==> config.mk <==
export PLATFORM = sky130hd
export DESIGN_NAME = spbr_pin_ctrl
export DESIGN_NICKNAME = d
export VERILOG_FILES = /design/src/verilog/spbr_pkg.sv /design/src/verilog/spbr_rate_gen.sv /design/src/verilog/spbr_pin_ctrl.sv
export SDC_FILE = /design/constraint.sdc
export NUM_CORES = 1
export LEC_CHECK = 0
export BUFFER_PORTS_ARGS = -buffer_cell sky130_fd_sc_hd__buf_2
export CORE_ASPECT_RATIO = 1.4
export CORE_MARGIN = 1.5
export CORE_UTILIZATION = 50
export CTS_BUF_LIST = sky130_fd_sc_hd__clkbuf_2 sky130_fd_sc_hd__clkbuf_4 sky130_fd_sc_hd__clkbuf_8
export DETAILED_ROUTE_END_ITERATION = 16
export GPL_TIMING_DRIVEN = 0
export PLACE_DENSITY = 0.72
export SLEW_MARGIN = 25
export SYNTH_ARGS = -nofsm -noshare
export SYNTH_HDL_FRONTEND = slang
export SYNTH_SLANG_ARGS = --single-unit
==> constraint.sdc <==
create_clock -name sys_clk -period 3.8 [get_ports sys_clk]
set_input_delay 0.38 -clock sys_clk [delete_from_list [all_inputs] [get_ports sys_clk]]
set_output_delay 0.38 -clock sys_clk [all_outputs]
set_load 0.01 [all_outputs]
==> src/verilog/spbr_pkg.sv <==
package spbr_pkg;
    // Register offsets on the plain register port
    localparam logic [1:0] SPBR_OFF_OPTION = 2'h0;
    localparam logic [1:0] SPBR_OFF_RATE = 2'h1;
    localparam logic [1:0] SPBR_OFF_SIDEBAND = 2'h2;
    localparam int SPBR_ADDR_W = 2;

    // Option control fields
    localparam int SPBR_OPT_MODF_EN_BIT = 4;
    localparam int SPBR_OPT_SW_OE_BIT = 3;
    localparam int SPBR_OPT_WAIT_STOP_BIT = 1;
    localparam int SPBR_OPT_SW_SEL_BIT = 0;
    localparam logic [7:0] SPBR_OPT_WR_MASK = 8'h1b;
    localparam logic [7:0] SPBR_OPT_RESET = 8'h00;

    // Bit-rate fields
    localparam int SPBR_PRE_LSB = 4;
    localparam int SPBR_DIV_LSB = 0;
    localparam logic [7:0] SPBR_RATE_WR_MASK = 8'h77;
    localparam logic [7:0] SPBR_RATE_RESET = 8'h00;

    typedef struct packed {
        logic mode_fault_enable;
        logic single_wire_output_enable;
        logic wait_mode_clock_stop;
        logic single_wire_select;
    } spbr_opt_t;

    typedef struct packed {
        logic [2:0] rate_prescale_field;
        logic [2:0] rate_divide_field;
    } spbr_rate_t;

    // Pin steering for one pin: drive value and enable
    typedef struct packed {
        logic spi_owned;
        logic out;
        logic oe_n;
    } spbr_pin_t;
endpackage

==> src/verilog/spbr_rate_gen.sv <==
module spbr_rate_gen
    import spbr_pkg::*;
(
    input wire logic sys_clk,
    input wire logic sys_rst,
    input wire logic run,
    input wire spbr_pkg::spbr_rate_t rate,
    output logic bit_tick,
    output logic bit_clk
);
    logic [2:0] pre_cnt_r, pre_cnt_nxt;
    logic [7:0] div_cnt_r, div_cnt_nxt;
    logic bit_clk_r, bit_clk_nxt;
    logic bit_tick_r, bit_tick_nxt;
    logic pre_tick;
    logic [7:0] half_last;

    always_comb
    begin
        // Half period of the divider, minus one, in prescaler ticks
        half_last = 8'((9'h1 << rate.rate_divide_field) - 9'h1);
        pre_tick = run && (pre_cnt_r >= rate.rate_prescale_field);
        pre_cnt_nxt = pre_cnt_r;
        div_cnt_nxt = div_cnt_r;
        bit_clk_nxt = bit_clk_r;
        bit_tick_nxt = 1'b0;
        if (!run)
        begin
            pre_cnt_nxt = 3'h0;
            div_cnt_nxt = 8'h00;
            bit_clk_nxt = 1'b0;
        end
        else if (pre_tick)
        begin
            pre_cnt_nxt = 3'h0;
            // Second stage counts only prescaler ticks
            if (div_cnt_r >= half_last)
            begin
                div_cnt_nxt = 8'h00;
                bit_clk_nxt = ~bit_clk_r;
                bit_tick_nxt = bit_clk_r;
            end
            else
            begin
                div_cnt_nxt = div_cnt_r + 8'h01;
            end
        end
        else
        begin
            pre_cnt_nxt = pre_cnt_r + 3'h1;
        end
    end

    always_ff @(posedge sys_clk or posedge sys_rst)
    begin
        if (sys_rst)
        begin
            pre_cnt_r <= 3'h0;
            div_cnt_r <= 8'h00;
            bit_clk_r <= 1'b0;
            bit_tick_r <= 1'b0;
        end
        else
        begin
            pre_cnt_r <= pre_cnt_nxt;
            div_cnt_r <= div_cnt_nxt;
            bit_clk_r <= bit_clk_nxt;
            bit_tick_r <= bit_tick_nxt;
        end
    end

    assign bit_clk = bit_clk_r;
    assign bit_tick = bit_tick_r;
endmodule

==> src/verilog/spbr_pin_ctrl.sv <==
// Operation
// - Option register bits 7, 6, 5 and 2 read as zero.
// - Slave mode ignores mode-fault enable; select pin is always slave input.
// - Master with mode fault off releases select pin to port logic.
// - Master with mode fault on uses select pin for fault or output.
// - Single-wire: output-enable bit 1 drives shared pin, 0 makes it input.
// - Separate-pin mode ignores the single-wire output-enable bit.
// - Wait-stop bit 1 halts serial clocks in wait; 0 keeps them.
// - Single-wire slave carries all data on the MISO pin.
// - Single-wire master carries all data on the MOSI pin.
// - Separate-pin mode uses distinct input and output data pins.
// - Bit-rate register is readable and writable at any time.
// - Prescale field divides bus clock by code plus one.
// - Prescaler output feeds the rate divider in series.
// - Rate field divides by two to the code plus one; master bit clock.
// - Select output enable 0 gives fault input, 1 gives driven select.
// - Single-wire master releases the MISO pin to port logic.
module spbr_pin_ctrl
    import spbr_pkg::*;
(
    input wire logic sys_clk,
    input wire logic sys_rst,
    input wire logic [spbr_pkg::SPBR_ADDR_W-1:0] reg_addr,
    input wire logic [7:0] reg_wdata,
    input wire logic reg_wr,
    input wire logic reg_rd,
    output logic [7:0] reg_rdata,
    input wire logic master_select,
    input wire logic slave_select_output_enable,
    input wire logic spi_enable,
    input wire logic cpu_wait,
    input wire logic shift_active,
    input wire logic shift_out,
    input wire logic shift_drive,
    input wire logic ss_assert,
    output logic shift_in,
    output logic slave_select_in,
    output logic mode_fault_in,
    output logic serial_clk_run,
    output logic bit_tick,
    output logic bit_clk,
    input wire logic mosi_in,
    output logic mosi_out,
    output logic mosi_oe_n,
    output logic mosi_spi_owned,
    input wire logic miso_in,
    output logic miso_out,
    output logic miso_oe_n,
    output logic miso_spi_owned,
    input wire logic ss_pin_in,
    output logic ss_out,
    output logic ss_oe_n,
    output logic ss_spi_owned
);
    logic [7:0] opt_r, opt_nxt;
    logic [7:0] rate_r, rate_nxt;
    logic [7:0] rdata_r, rdata_nxt;
    logic [2:0] mosi_s1_r, mosi_s2_r;
    spbr_opt_t opt;
    spbr_rate_t rate;
    spbr_pin_t mosi_p, miso_p, ss_p;
    logic mosi_q, miso_q, ss_q;
    logic single_wire, sw_drive;

    function automatic logic [7:0] spbr_rd_mux(
        input logic [SPBR_ADDR_W-1:0] a,
        input logic [7:0] o,
        input logic [7:0] r,
        input logic [7:0] s
    );
        unique case (a)
            SPBR_OFF_OPTION: spbr_rd_mux = o & SPBR_OPT_WR_MASK;
            SPBR_OFF_RATE: spbr_rd_mux = r & SPBR_RATE_WR_MASK;
            SPBR_OFF_SIDEBAND: spbr_rd_mux = s;
            default: spbr_rd_mux = 8'h00;
        endcase
    endfunction

    // Field views of the stored registers
    always_comb
    begin
        opt.mode_fault_enable = opt_r[SPBR_OPT_MODF_EN_BIT];
        opt.single_wire_output_enable = opt_r[SPBR_OPT_SW_OE_BIT];
        opt.wait_mode_clock_stop = opt_r[SPBR_OPT_WAIT_STOP_BIT];
        opt.single_wire_select = opt_r[SPBR_OPT_SW_SEL_BIT];
        rate.rate_prescale_field = rate_r[SPBR_PRE_LSB +: 3];
        rate.rate_divide_field = rate_r[SPBR_DIV_LSB +: 3];
    end

    // Register file; rate writes are never blocked by a transfer
    always_comb
    begin
        opt_nxt = opt_r;
        rate_nxt = rate_r;
        if (reg_wr && reg_addr == SPBR_OFF_OPTION)
        begin
            opt_nxt = reg_wdata & SPBR_OPT_WR_MASK;
        end
        if (reg_wr && reg_addr == SPBR_OFF_RATE)
        begin
            rate_nxt = reg_wdata & SPBR_RATE_WR_MASK;
        end
        rdata_nxt = 8'h00;
        if (reg_rd)
        begin
            rdata_nxt = spbr_rd_mux(reg_addr, opt_r, rate_r,
                {5'h00, serial_clk_run, ss_q, shift_active});
        end
    end

    always_ff @(posedge sys_clk or posedge sys_rst)
    begin
        if (sys_rst)
        begin
            opt_r <= SPBR_OPT_RESET;
            rate_r <= SPBR_RATE_RESET;
            rdata_r <= 8'h00;
        end
        else
        begin
            opt_r <= opt_nxt;
            rate_r <= rate_nxt;
            rdata_r <= rdata_nxt;
        end
    end

    assign reg_rdata = rdata_r;

    // Pin inputs come from outside; two flops before use
    always_ff @(posedge sys_clk or posedge sys_rst)
    begin
        if (sys_rst)
        begin
            mosi_s1_r <= 3'h7;
            mosi_s2_r <= 3'h7;
        end
        else
        begin
            mosi_s1_r <= {mosi_in, miso_in, ss_pin_in};
            mosi_s2_r <= mosi_s1_r;
        end
    end

    assign mosi_q = mosi_s2_r[2];
    assign miso_q = mosi_s2_r[1];
    assign ss_q = mosi_s2_r[0];

    // Wait stop gates the serial clocks only while the core waits
    assign serial_clk_run = spi_enable
        && !(cpu_wait && opt.wait_mode_clock_stop);

    spbr_rate_gen u_rate_gen
    (
        .sys_clk(sys_clk),
        .sys_rst(sys_rst),
        .run(serial_clk_run && master_select),
        .rate(rate),
        .bit_tick(bit_tick),
        .bit_clk(bit_clk)
    );

    // Data pin steering
    always_comb
    begin
        single_wire = opt.single_wire_select;
        // Output enable bit only matters in single-wire mode
        sw_drive = single_wire && opt.single_wire_output_enable;
        mosi_p = '{spi_owned: 1'b0, out: 1'b0, oe_n: 1'b1};
        miso_p = '{spi_owned: 1'b0, out: 1'b0, oe_n: 1'b1};
        shift_in = 1'b0;
        if (spi_enable)
        begin
            if (!single_wire)
            begin
                // Separate input and output pins
                mosi_p.spi_owned = 1'b1;
                miso_p.spi_owned = 1'b1;
                if (master_select)
                begin
                    mosi_p.out = shift_out;
                    mosi_p.oe_n = 1'b0;
                    shift_in = miso_q;
                end
                else
                begin
                    miso_p.out = shift_out;
                    miso_p.oe_n = !shift_drive;
                    shift_in = mosi_q;
                end
            end
            else if (master_select)
            begin
                mosi_p.spi_owned = 1'b1;
                mosi_p.out = shift_out;
                mosi_p.oe_n = !sw_drive;
                shift_in = mosi_q;
                // MISO left to port logic
                miso_p.spi_owned = 1'b0;
            end
            else
            begin
                miso_p.spi_owned = 1'b1;
                miso_p.out = shift_out;
                miso_p.oe_n = !(sw_drive && shift_drive);
                shift_in = miso_q;
            end
        end
    end

    // Slave-select pin steering
    always_comb
    begin
        ss_p = '{spi_owned: 1'b0, out: 1'b1, oe_n: 1'b1};
        slave_select_in = 1'b1;
        mode_fault_in = 1'b1;
        if (spi_enable)
        begin
            if (!master_select)
            begin
                // Mode fault enable has no effect here
                ss_p.spi_owned = 1'b1;
                slave_select_in = ss_q;
            end
            else if (opt.mode_fault_enable)
            begin
                ss_p.spi_owned = 1'b1;
                if (slave_select_output_enable)
                begin
                    ss_p.out = !ss_assert;
                    ss_p.oe_n = 1'b0;
                end
                else
                begin
                    mode_fault_in = ss_q;
                end
            end
            else
            begin
                ss_p.spi_owned = 1'b0;
            end
        end
    end

    assign mosi_out = mosi_p.out;
    assign mosi_oe_n = mosi_p.oe_n;
    assign mosi_spi_owned = mosi_p.spi_owned;
    assign miso_out = miso_p.out;
    assign miso_oe_n = miso_p.oe_n;
    assign miso_spi_owned = miso_p.spi_owned;
    assign ss_out = ss_p.out;
    assign ss_oe_n = ss_p.oe_n;
    assign ss_spi_owned = ss_p.spi_owned;
endmodule

# After elaboration in Yosys (flattened, before gate mapping)
# Cells that the tools add are included.
[word_totals] reg_bits=37 wordCells=73 inputBits=25
[op_classes] eq_ne=4 n_bitwise=1 shifts=1 mux=38 n_reduce_logical=15 magnitude_cmp=2 n_addsub=3
[ops] cell="3-bit 2-to-1 mux" count=8
[ops] cell="8-bit 2-to-1 mux" count=3
[ops] cell="7-bit one-hot mux with 3 select lines" count=1
[ops] cell="1-bit 2-to-1 mux" count=19
[ops] cell="2-bit 2-to-1 mux" count=6
[ops] cell="8-bit by 1-bit adder with 8-bit output, second input constant" count=1
[ops] cell="8-bit greater-or-equal comparator" count=1
[ops] cell="1-bit logical AND" count=8
[ops] cell="1-bit by 3-bit left shift with 8-bit output, first input constant" count=1
[ops] cell="8-bit by 1-bit subtractor with 8-bit output, second input constant" count=1
[ops] cell="7-bit 2-to-1 mux" count=1
[ops] cell="1-bit logical NOT" count=5
[ops] cell="2-bit != test, second input constant" count=2
[ops] cell="3-bit by 1-bit adder with 3-bit output, second input constant" count=1
[ops] cell="3-bit greater-or-equal comparator" count=1
[ops] cell="2-bit by 1-bit == test with 1-bit output, second input constant" count=1
[ops] cell="2-bit == test, second input constant" count=1
[ops] cell="2-bit logical NOT" count=1
[ops] cell="2-bit AND reduction" count=1
[ops] cell="1-bit inverter" count=1

# Longest topological paths before layout
# Gate-level depths: netlist of run 1.
[logic_depth] ltp_word=7 mapped_depth=13 ltp_nobuf=12

# Modules after synthesis
# Synthesis of run 1 repeated with hierarchy kept, for this count alone.
[unflattened] hier_cells=193 hier_area_um2=2038.2
[by_module_without_submodules] module="spbr_pin_ctrl" area_each_um2=1061.0 cells_each=83 n_inst=1 seq_area_each_um2=583.1
[by_module_without_submodules] module="spbr_rate_gen" area_each_um2=977.2 cells_each=110 n_inst=1 seq_area_each_um2=325.3

# Worst setup path after synthesis of run 1
# OpenSTA, ideal clock, no wires.
[synth_path] kind="flip-flop to flip-flop" start="reg rate_r[0]" end="reg u_rate_gen.div_cnt_r[4]" path_stages_with_launch=12 setup_ps=84 period_less_slack_ps=2892 t_arrival_ps=2808 path_slack_ps=908 required_ps=3716 path_cell_list="dfrtp_1 clkbuf_1 or3_1 ha_1 clkbuf_1 xnor2_1 ha_1 a211oi_2 o21ai_1 a21o_1 or4_1 a31oi_1"
[synth_between] elab_chain_cells=6
[synth_rtl] element="from (decl)" line_no="spbr_pin_ctrl.sv:56" rtl="logic [7:0] rate_r, rate_nxt;"
[synth_rtl] element="from (signal assigned)" line_no="spbr_pin_ctrl.sv:122" rtl="rate_r <= rate_nxt;"
[synth_rtl] element="1-bit by 3-bit left shift with 8-bit output" line_no="spbr_rate_gen.sv:21" rtl="half_last = 8'((9'h1 << rate.rate_divide_field) - 9'h1);"
[synth_rtl] element="8-bit by 1-bit subtractor with 8-bit output" line_no="spbr_rate_gen.sv:21"
[synth_rtl] element="8-bit greater-or-equal comparator" line_no="spbr_rate_gen.sv:37" rtl="if (div_cnt_r >= half_last)"
[synth_rtl] element="8-bit 2-to-1 mux" line_no="spbr_rate_gen.sv:37"
[synth_rtl] element="8-bit 2-to-1 mux" line_no="spbr_rate_gen.sv:33" rtl="else if (pre_tick)"
[synth_rtl] element="8-bit 2-to-1 mux" line_no="spbr_rate_gen.sv:27" rtl="if (!run)"
[synth_rtl] element="to (signal assigned)" line_no="spbr_rate_gen.sv:66" rtl="div_cnt_r <= div_cnt_nxt;"
[synth_rtl] element="to (decl)" line_no="spbr_rate_gen.sv:12" rtl="logic [7:0] div_cnt_r, div_cnt_nxt;"
# No other way between the ends. The select of a mux whose other input is x is not followed.
# A chain may end at the register's enable or synchronous reset.

# Worst setup path after layout of run 1
[layout_path] start="reg rate_r[0]" end="reg u_rate_gen.div_cnt_r[2]"
# The elaborated chain is that of the path after synthesis.

==> key figures, run 1 <==
Outcome
  – Status: finished clean

CTS
  – Clk pin slew, worst setup/hold paths: 70 ps
  – Post-cts sizing count: 0
  – Clock tree sinks: 36
  – Post-CTS Setup Inserts: 0
  – Clock Tree Buf Depth: 2
  – Cts hold-fix bufs: 0
  – CTS H-tree lvls: 2
  – CTS buffer count: 5
  – CTS tree: done
  – Root buffer cell: clkbuf_8
  – Clock Latency Late Sink: about 290 ps

Routing
  – Pre-antenna DRT Iters: 4
  – DRC: 0
  – Vias per inst: 5.44
  – Drt total wl: 3.95 mm
  – Detailed-route wire length per cell: 13.6 um
  – DR iter-0 viols: 40
  – DR vias: approximately 1600
  – Antenna viol nets, final: 0

Synthesis
  – Sequential area share after synthesis: 45.9%
  – Top cell type's share of synthesized area: 37.9%
  – Syn Nets: 236
  – Post-Synthesis Mean Instance Area: 10.0 sq um
  – Post-Syn Area: roughly 2000 sq um
  – Commonest cells post-synth: dfrtp_1 (30), nand2_1 (20), ha_1 (14)
  – Distinct cell type count after synthesis: 38
  – Number of synthesized register bits: 36
  – Most frequent cell after synthesis: dfrtp_1
  – Main synth FF type: dfrtp_1
  – Synth Instances: between 150 and 200
  – Asr flop ratio synth: 100%
  – Leading post-synthesis cells by cell area: dfrtp_1 (38%), ha_1 (8.8%), dfstp_2 (8.0%)
  – Synthesis warning total: 0
  – Number of flops mapped to enable cells by yosys: 0
  – Cell taking the most area after synthesis: dfrtp_1

STA
  – Fin crit share: 84.4%
  – Final setup viols: 0
  – Setup TNS: 0 ps
  – Fin crit period: 3210 ps
  – Clock Skew: a little under 8 ps
  – Final Hold Vio Count: 0
  – Fmax: 312 MHz
  – Worst Slack Setup Final: 593 ps
  – Slew @ Worst Pin: 739 ps
  – RSZ-0062 raised after global routing: no
  – Slew Limit Fails: 0
  – Relative slew margins: 50.7%

Worst setup path
  – Setup crit end kind: flop
  – CP Launch Type: flop
  – Reg-to-reg endpoint: u_rate_gen.div_cnt_r[2]
  – Critical Path RT: 3990 ps
  – Setup CP Type: reg -> reg
  – FF-to-FF Start: rate_r[0]
  – Flop-to-flop setup slack: 590 ps
  – CP max FO: 8
  – WP data arrival: 3400 ps
  – Worst reg2reg path depth: 13

Pwr
  – Worst IR drop on VDD: 0.309 mV
  – Overall power: 944 uW
  – PD cells: 402 nW/um^2
  – Static leakage: ~1.2 nW

Global routing
  – Vias in the first global route: 1530
  – Initial antenna violation count: 0
  – Largest net degree at the start of global routing: 37
  – Total gr overflow: 0
  – GRT Util Overall: 19.9%
  – First-pass GRT wire length: 6.82 mm

Final layout
  – Fin cells: 290
  – Layout area overhead: 18.5%
  – Fin nets: between 200 and 300
  – Share of post-route cells with drive strength above 1: around 30%
  – Footprint of the multi-input gates: ~1000 sq um
  – ANT cells: 0
  – Register Area: 908 sq um
  – # fillers: 324
  – Post-layout instance area: between 2000 and 2500 sq um

Die
  – Die area: approximately 4400 sq um
  – IO Count: 48
  – Chip width: approximately 56 um
  – # rows: 26
  – Core Region: 3710 sq um
  – Chip Height: roughly 77 um
  – Initial Utilization: 53.4%

Placement
  – Placed inst area: 2250 sq um
  – HPWL Detailed: 2.96 mm
  – Placer Congestion: 0.774
  – Worst slack, placed: 612 ps
  – Placed Cells: 282
  – Port-buffer cells: 43

Run
  – Max Cap Viol: 0

Worst hold path
  – Worst hold path type: in -> reg
  – Worst hold stages: 1
  – Hold-critical path endpoint: mosi_s1_r[0]
  – HP Start: ss_pin_in
logic make-up after synthesis:
logic type | after synthesis | share of synthesized area, %
other cells | 2 | 0.379
xor+xnor | 4 | 1.77
mux | 15 | 8.22
flops | 36 | 45.9
simple gates | 82 | 22.5
buf+inv | 16 | 3.29
compound gates | 28 | 9.10
fa+ha+maj | 14 | 8.85
state kept, by name (all words and copies together) (netlist names):
register and flops:
u_rate_gen.bit_clk 1, u_rate_gen.pre_cnt_r 3, rate_r 6, opt_r 4
reg_rdata 7, mosi_s2_r 3, u_rate_gen.bit_tick 1, mosi_s1_r 3
u_rate_gen.div_cnt_r 8
cell usage in the layout (no fill, tap or decap), types with 2 or more instances in the layout:
master	n
nand2b_1	4
mux2i_1	5
nor3_1	4
a21boi_0	2
and2_1	5
dfstp_2	6
mux2_2	10
xnor2_1	2
or4_1	5
conb_1	2
nor2b_1	7
nor3b_1	2
a21o_1	3
clkbuf_1	6
xor2_1	2
ha_1	14
inv_1	7
buf_2	44
nand3_1	12
o21ai_0	3
nand3b_1	3
and3_1	8
a31oi_1	7
clkbuf_8	6
nor2_1	7
dfrtp_1	30
nand2_1	20
a21oi_1	8
stage by stage:
step / utilization [%] / hold WS, ps
floorplan: - / 345
detailed placement: 60.6 / 347
CTS: 63.2 / 176
global route: 63.2 / 166
global placement: 60.6 / 345
finish: 63.2 / 182
where the power goes:
group / switching (mW) / internal [mW] / total, mW / leakage, nW
Sequential: 0.0259 / 0.416 / 0.442 / 0.457
Combinational: 0.116 / 0.0951 / 0.211 / 0.646
Clock: 0.136 / 0.154 / 0.291 / 0.0479
Total: 0.278 / 0.665 / 0.944 / 1.15
per-layer routing:
metal / global-route usage [%] / vias to the layer above / wire length (um)
met5: 0 / - / 0
met4: 8.57 / 0 / 78
met3: 5.50 / 7 / 214
met2: 34.4 / 50 / 2040
met1: 22.8 / 735 / 1620
li1: - / 787 / -
how the worst max path moves through the flow:
| stage | startpoint | end | slack [ps] | cells after the start |
|---|---|---|---|---|
| finish | rate_r[0] | u_rate_gen.div_cnt_r[2] | 590 | 13 |
| global route | rate_r[0] | u_rate_gen.div_cnt_r[2] | 340 | 13 |
| CTS | rate_r[0] | u_rate_gen.div_cnt_r[2] | 580 | 11 |
| detailed placement | rate_r[0] | u_rate_gen.div_cnt_r[2] | 610 | 11 |
| global placement | rate_r[0] | u_rate_gen.div_cnt_r[2] | 650 | 11 |
| floorplan | rate_r[0] | u_rate_gen.div_cnt_r[4] | 910 | 11 |
worst max-delay path, stage by stage, from the launching register on:
cell      delay, ps
dfrtp_1         360
clkbuf_1        190
or3_1           450
ha_1            190
clkbuf_1        170
xor2_1          170
nor2_1          100
a21oi_1          50
ha_1            280
nand2_1          80
o21ai_0         140
a21o_1          250
or4b_1          480
a31oi_1         190
cell type report:
class                   count  share of cell area (%)
multi-input cells         145                    42.9
flip-flops and latches     36                    38.7
repair buffers             43                    9.18
clock buffers               7                    3.84
well taps                  42                    2.24
plain buffers               8                    1.49
inverters                   8                    1.28
clock inverters             1                   0.320
Power figures use the tool's default switching activity.
==> run 2, diff against run 1 <==
==> constraint.sdc (replaced) <==
create_clock -name sys_clk -period 3.17 [get_ports sys_clk]
set_input_delay 0.317 -clock sys_clk [delete_from_list [all_inputs] [get_ports sys_clk]]
set_output_delay 0.317 -clock sys_clk [all_outputs]
set_load 0.01 [all_outputs]
==> run 2 against run 1 <==
  * Via count rose by 0.13%
  * Core utilization up 0.47 points
  * Critical path depth is 4 lower
  * Cell area rose by 0.75%
  * Clock skew down 0.90 ps
  * Die area unchanged
  * Largest power group unchanged
==> key figures, run 2 (synthesis gave the netlist of run 1 again) <==
STA
  – Slew @ Worst Pin: 739 ps (-0.387 ps)
  – RSZ-0062 raised after global routing: no
  – Final setup viols: 0 (unchanged)
  – Final Hold Vio Count: 0 (unchanged)
  – Fmax: 336 MHz (+7.8%)
  – Slew Limit Fails: 0 (unchanged)
  – Fin crit share: 93.9% (+9.5 points)
  – Fin crit period: 2980 ps (-231 ps)
  – Relative slew margins: 50.7% (about the same)
  – Clock Skew: 6.98 ps (-0.899 ps)

Global routing
  – Vias in the first global route: 1525 (-0.33%)
  – Total gr overflow: 0 (unchanged)
  – Largest net degree at the start of global routing: 37 (unchanged)
  – First-pass GRT wire length: 6.86 mm (+0.60%)
  – GRT Util Overall: 20.0% (+0.10 points)
  – Initial antenna violation count: 0 (unchanged)

Placement
  – Placed Cells: 282 (unchanged)
  – Port-buffer cells: 43 (unchanged)
  – HPWL Detailed: 2.96 mm (unchanged)
  – Placer Congestion: 0.774 (unchanged)

Routing
  – Pre-antenna DRT Iters: 4 (unchanged)
  – DR vias: 1581 (+0.13%)
  – Drt total wl: 4.00 mm (+1.1%)
  – Detailed-route wire length per cell: 13.7 um (+0.74%)
  – DRC: 0 (unchanged)
  – Vias per inst: 5.43 (-0.22%)
  – Antenna viol nets, final: 0 (unchanged)
  – DR iter-0 viols: 30 (-25%)

Final layout
  – Share of post-route cells with drive strength above 1: 31.7% (+1.9 points)
  – ANT cells: 0 (unchanged)
  – Most common cell after layout, fill and taps aside: buf_2
  – Largest Register: u_rate_gen.div_cnt_r
  – Fin nets: 287 (+0.35%)
  – End-of-flow core utilization: 63.7% (+0.47 points)
  – Layout area overhead: 19.3%
  – Fin cells: 291 (+0.34%)
  – Max FFs per register: 8 (unchanged)
  – Commonest cells after routing, fill and taps aside: buf_2 (44), dfrtp_1 (28), nand2_1 (20)

Die
  – IO Count: 48 (unchanged)
  – Die area: 4350 sq um (unchanged)
  – Core Region: 3710 sq um (unchanged)
  – Chip width: 56.2 um (unchanged)
  – # rows: 26 (unchanged)
  – Chip Height: 77.4 um (unchanged)
  – Initial Utilization: 53.4% (unchanged)

CTS
  – CTS H-tree lvls: 2 (unchanged)
  – Clock Latency Late Sink: 290 ps (about the same)
  – Clk pin slew, worst setup/hold paths: 70 ps (about the same)
  – CTS buffer count: 5 (unchanged)
  – Clock Tree Buf Depth: 2 (unchanged)
  – CTS tree: done
  – Clock tree sinks: 36 (unchanged)
  – Root buffer cell: clkbuf_8
  – Cts hold-fix bufs: 0 (unchanged)

Worst setup path
  – CP max FO: 7 (-1)
  – Critical Path RT: 3360 ps (-630 ps)
  – WP data arrival: 3170 ps (-230 ps)
  – Setup CP Type: reg -> reg
  – Setup crit end kind: flop
  – CP Launch Type: flop

Pwr
  – Register share of total power: 46.8% (about the same)
  – Comb power frac: 22.7% (+0.3 points)
  – Net Sw Frac: 29.3% (-0.15 points)
  – Worst IR drop on VDD: 0.372 mV (+20%)
  – Clk pwr share: 30.5% (-0.3 points)
  – PD cells: 483 nW/um^2 (+20%)
  – Static leakage: 1.16 nW (+0.88%)
  – Pint: 807 uW (+21%)
  – Switching power: 335 uW (+20%)

Outcome
  – Status: finished clean

Worst hold path
  – Worst hold path type: in -> reg

Run
  – Max Cap Viol: 0 (unchanged)
-- run 2: cell types whose count changed in the layout (fill, tap and decap cells not counted) --
cell	previous run	this run
buf_4	1	4
clkbuf_1	6	4
dfrtp_1	30	28
dfrtp_2	0	2
o21ai_0	3	2
o21ai_1	1	2
-- run 2: area by class of cell --
class / instances / area [sq um]
plain buffers: 6 / 27.5
clock inverters: 1 / 7.51
repair buffers: 46 / 238
clock buffers: 7 / 90.1
fillers: 322 / 1350
inverters: 8 / 30.0
flip-flops and latches: 36 / 911
multi-input cells: 145 / 1010
well taps: 42 / 52.6
-- run 2: through the flow --
stage	worst slack, ps	TNS (ps)	instance area [sq um]	power [mW]	hold slack, ps
2_1_floorplan	278	0	1980	0.716	321
3_3_place_gp	24.8	0	2250	0.786	345
3_5_place_dp	-18.3	-23.5	2250	0.792	347
4_1_cts	29.7	0	2340	1.14	113
5_1_grt	19.9	0	2360	1.21	103
6_report	194	0	2360	1.14	120
-- run 2: critical path, stage by stage (launching register included) --
cell and delay [ps]:
dfrtp_2 440, or3_1 420, ha_1 280, xnor2_1 160
ha_1 310, a211oi_2 210, o21ai_1 120, a21o_1 260
or4b_1 480, a31oi_1 190
-- run 2: power groups by stage --
| stage | clock network, mW | registers [mW] | logic [mW] |
|---|---|---|---|
| 5_1_grt | 0.373 | 0.540 | 0.298 |
| 3_3_place_gp | 0 | 0.537 | 0.248 |
| 3_5_place_dp | 0 | 0.538 | 0.253 |
| 6_report | 0.348 | 0.534 | 0.259 |
| 4_1_cts | 0.355 | 0.534 | 0.251 |
| 2_1_floorplan | 0 | 0.532 | 0.183 |
-- run 2: worst paths after layout --
check | from | to | slack, ps | depth (start not counted)
setup / recovery | rate_r[0] | u_rate_gen.div_cnt_r[2] | 190 | 9
hold / removal | mosi_in | mosi_s1_r[2] | 120 | 1
setup reg to reg | rate_r[0] | u_rate_gen.div_cnt_r[2] | 190 | 9
hold reg to reg | mosi_s1_r[0] | mosi_s2_r[0] | 360 | 0
max in group asynchronous | sys_rst | rate_r[1] | 2500 | 2
min in group asynchronous | sys_rst | u_rate_gen.bit_clk | 150 | 2
-- run 2: timing repair --
item,4_1_cts,5_1_grt
cloned,0,0
pin swaps,0,1
setup endpoints to repair,4,7
gates resized for setup,0,3
setup buffers,0,3
-- run 2: metal layers --
layer  GRT usage (%)  share of wire [%]
met5               0                  0
met4            8.57                2.0
met3            5.50                5.2
met2            34.4                 51
met1            23.2                 42
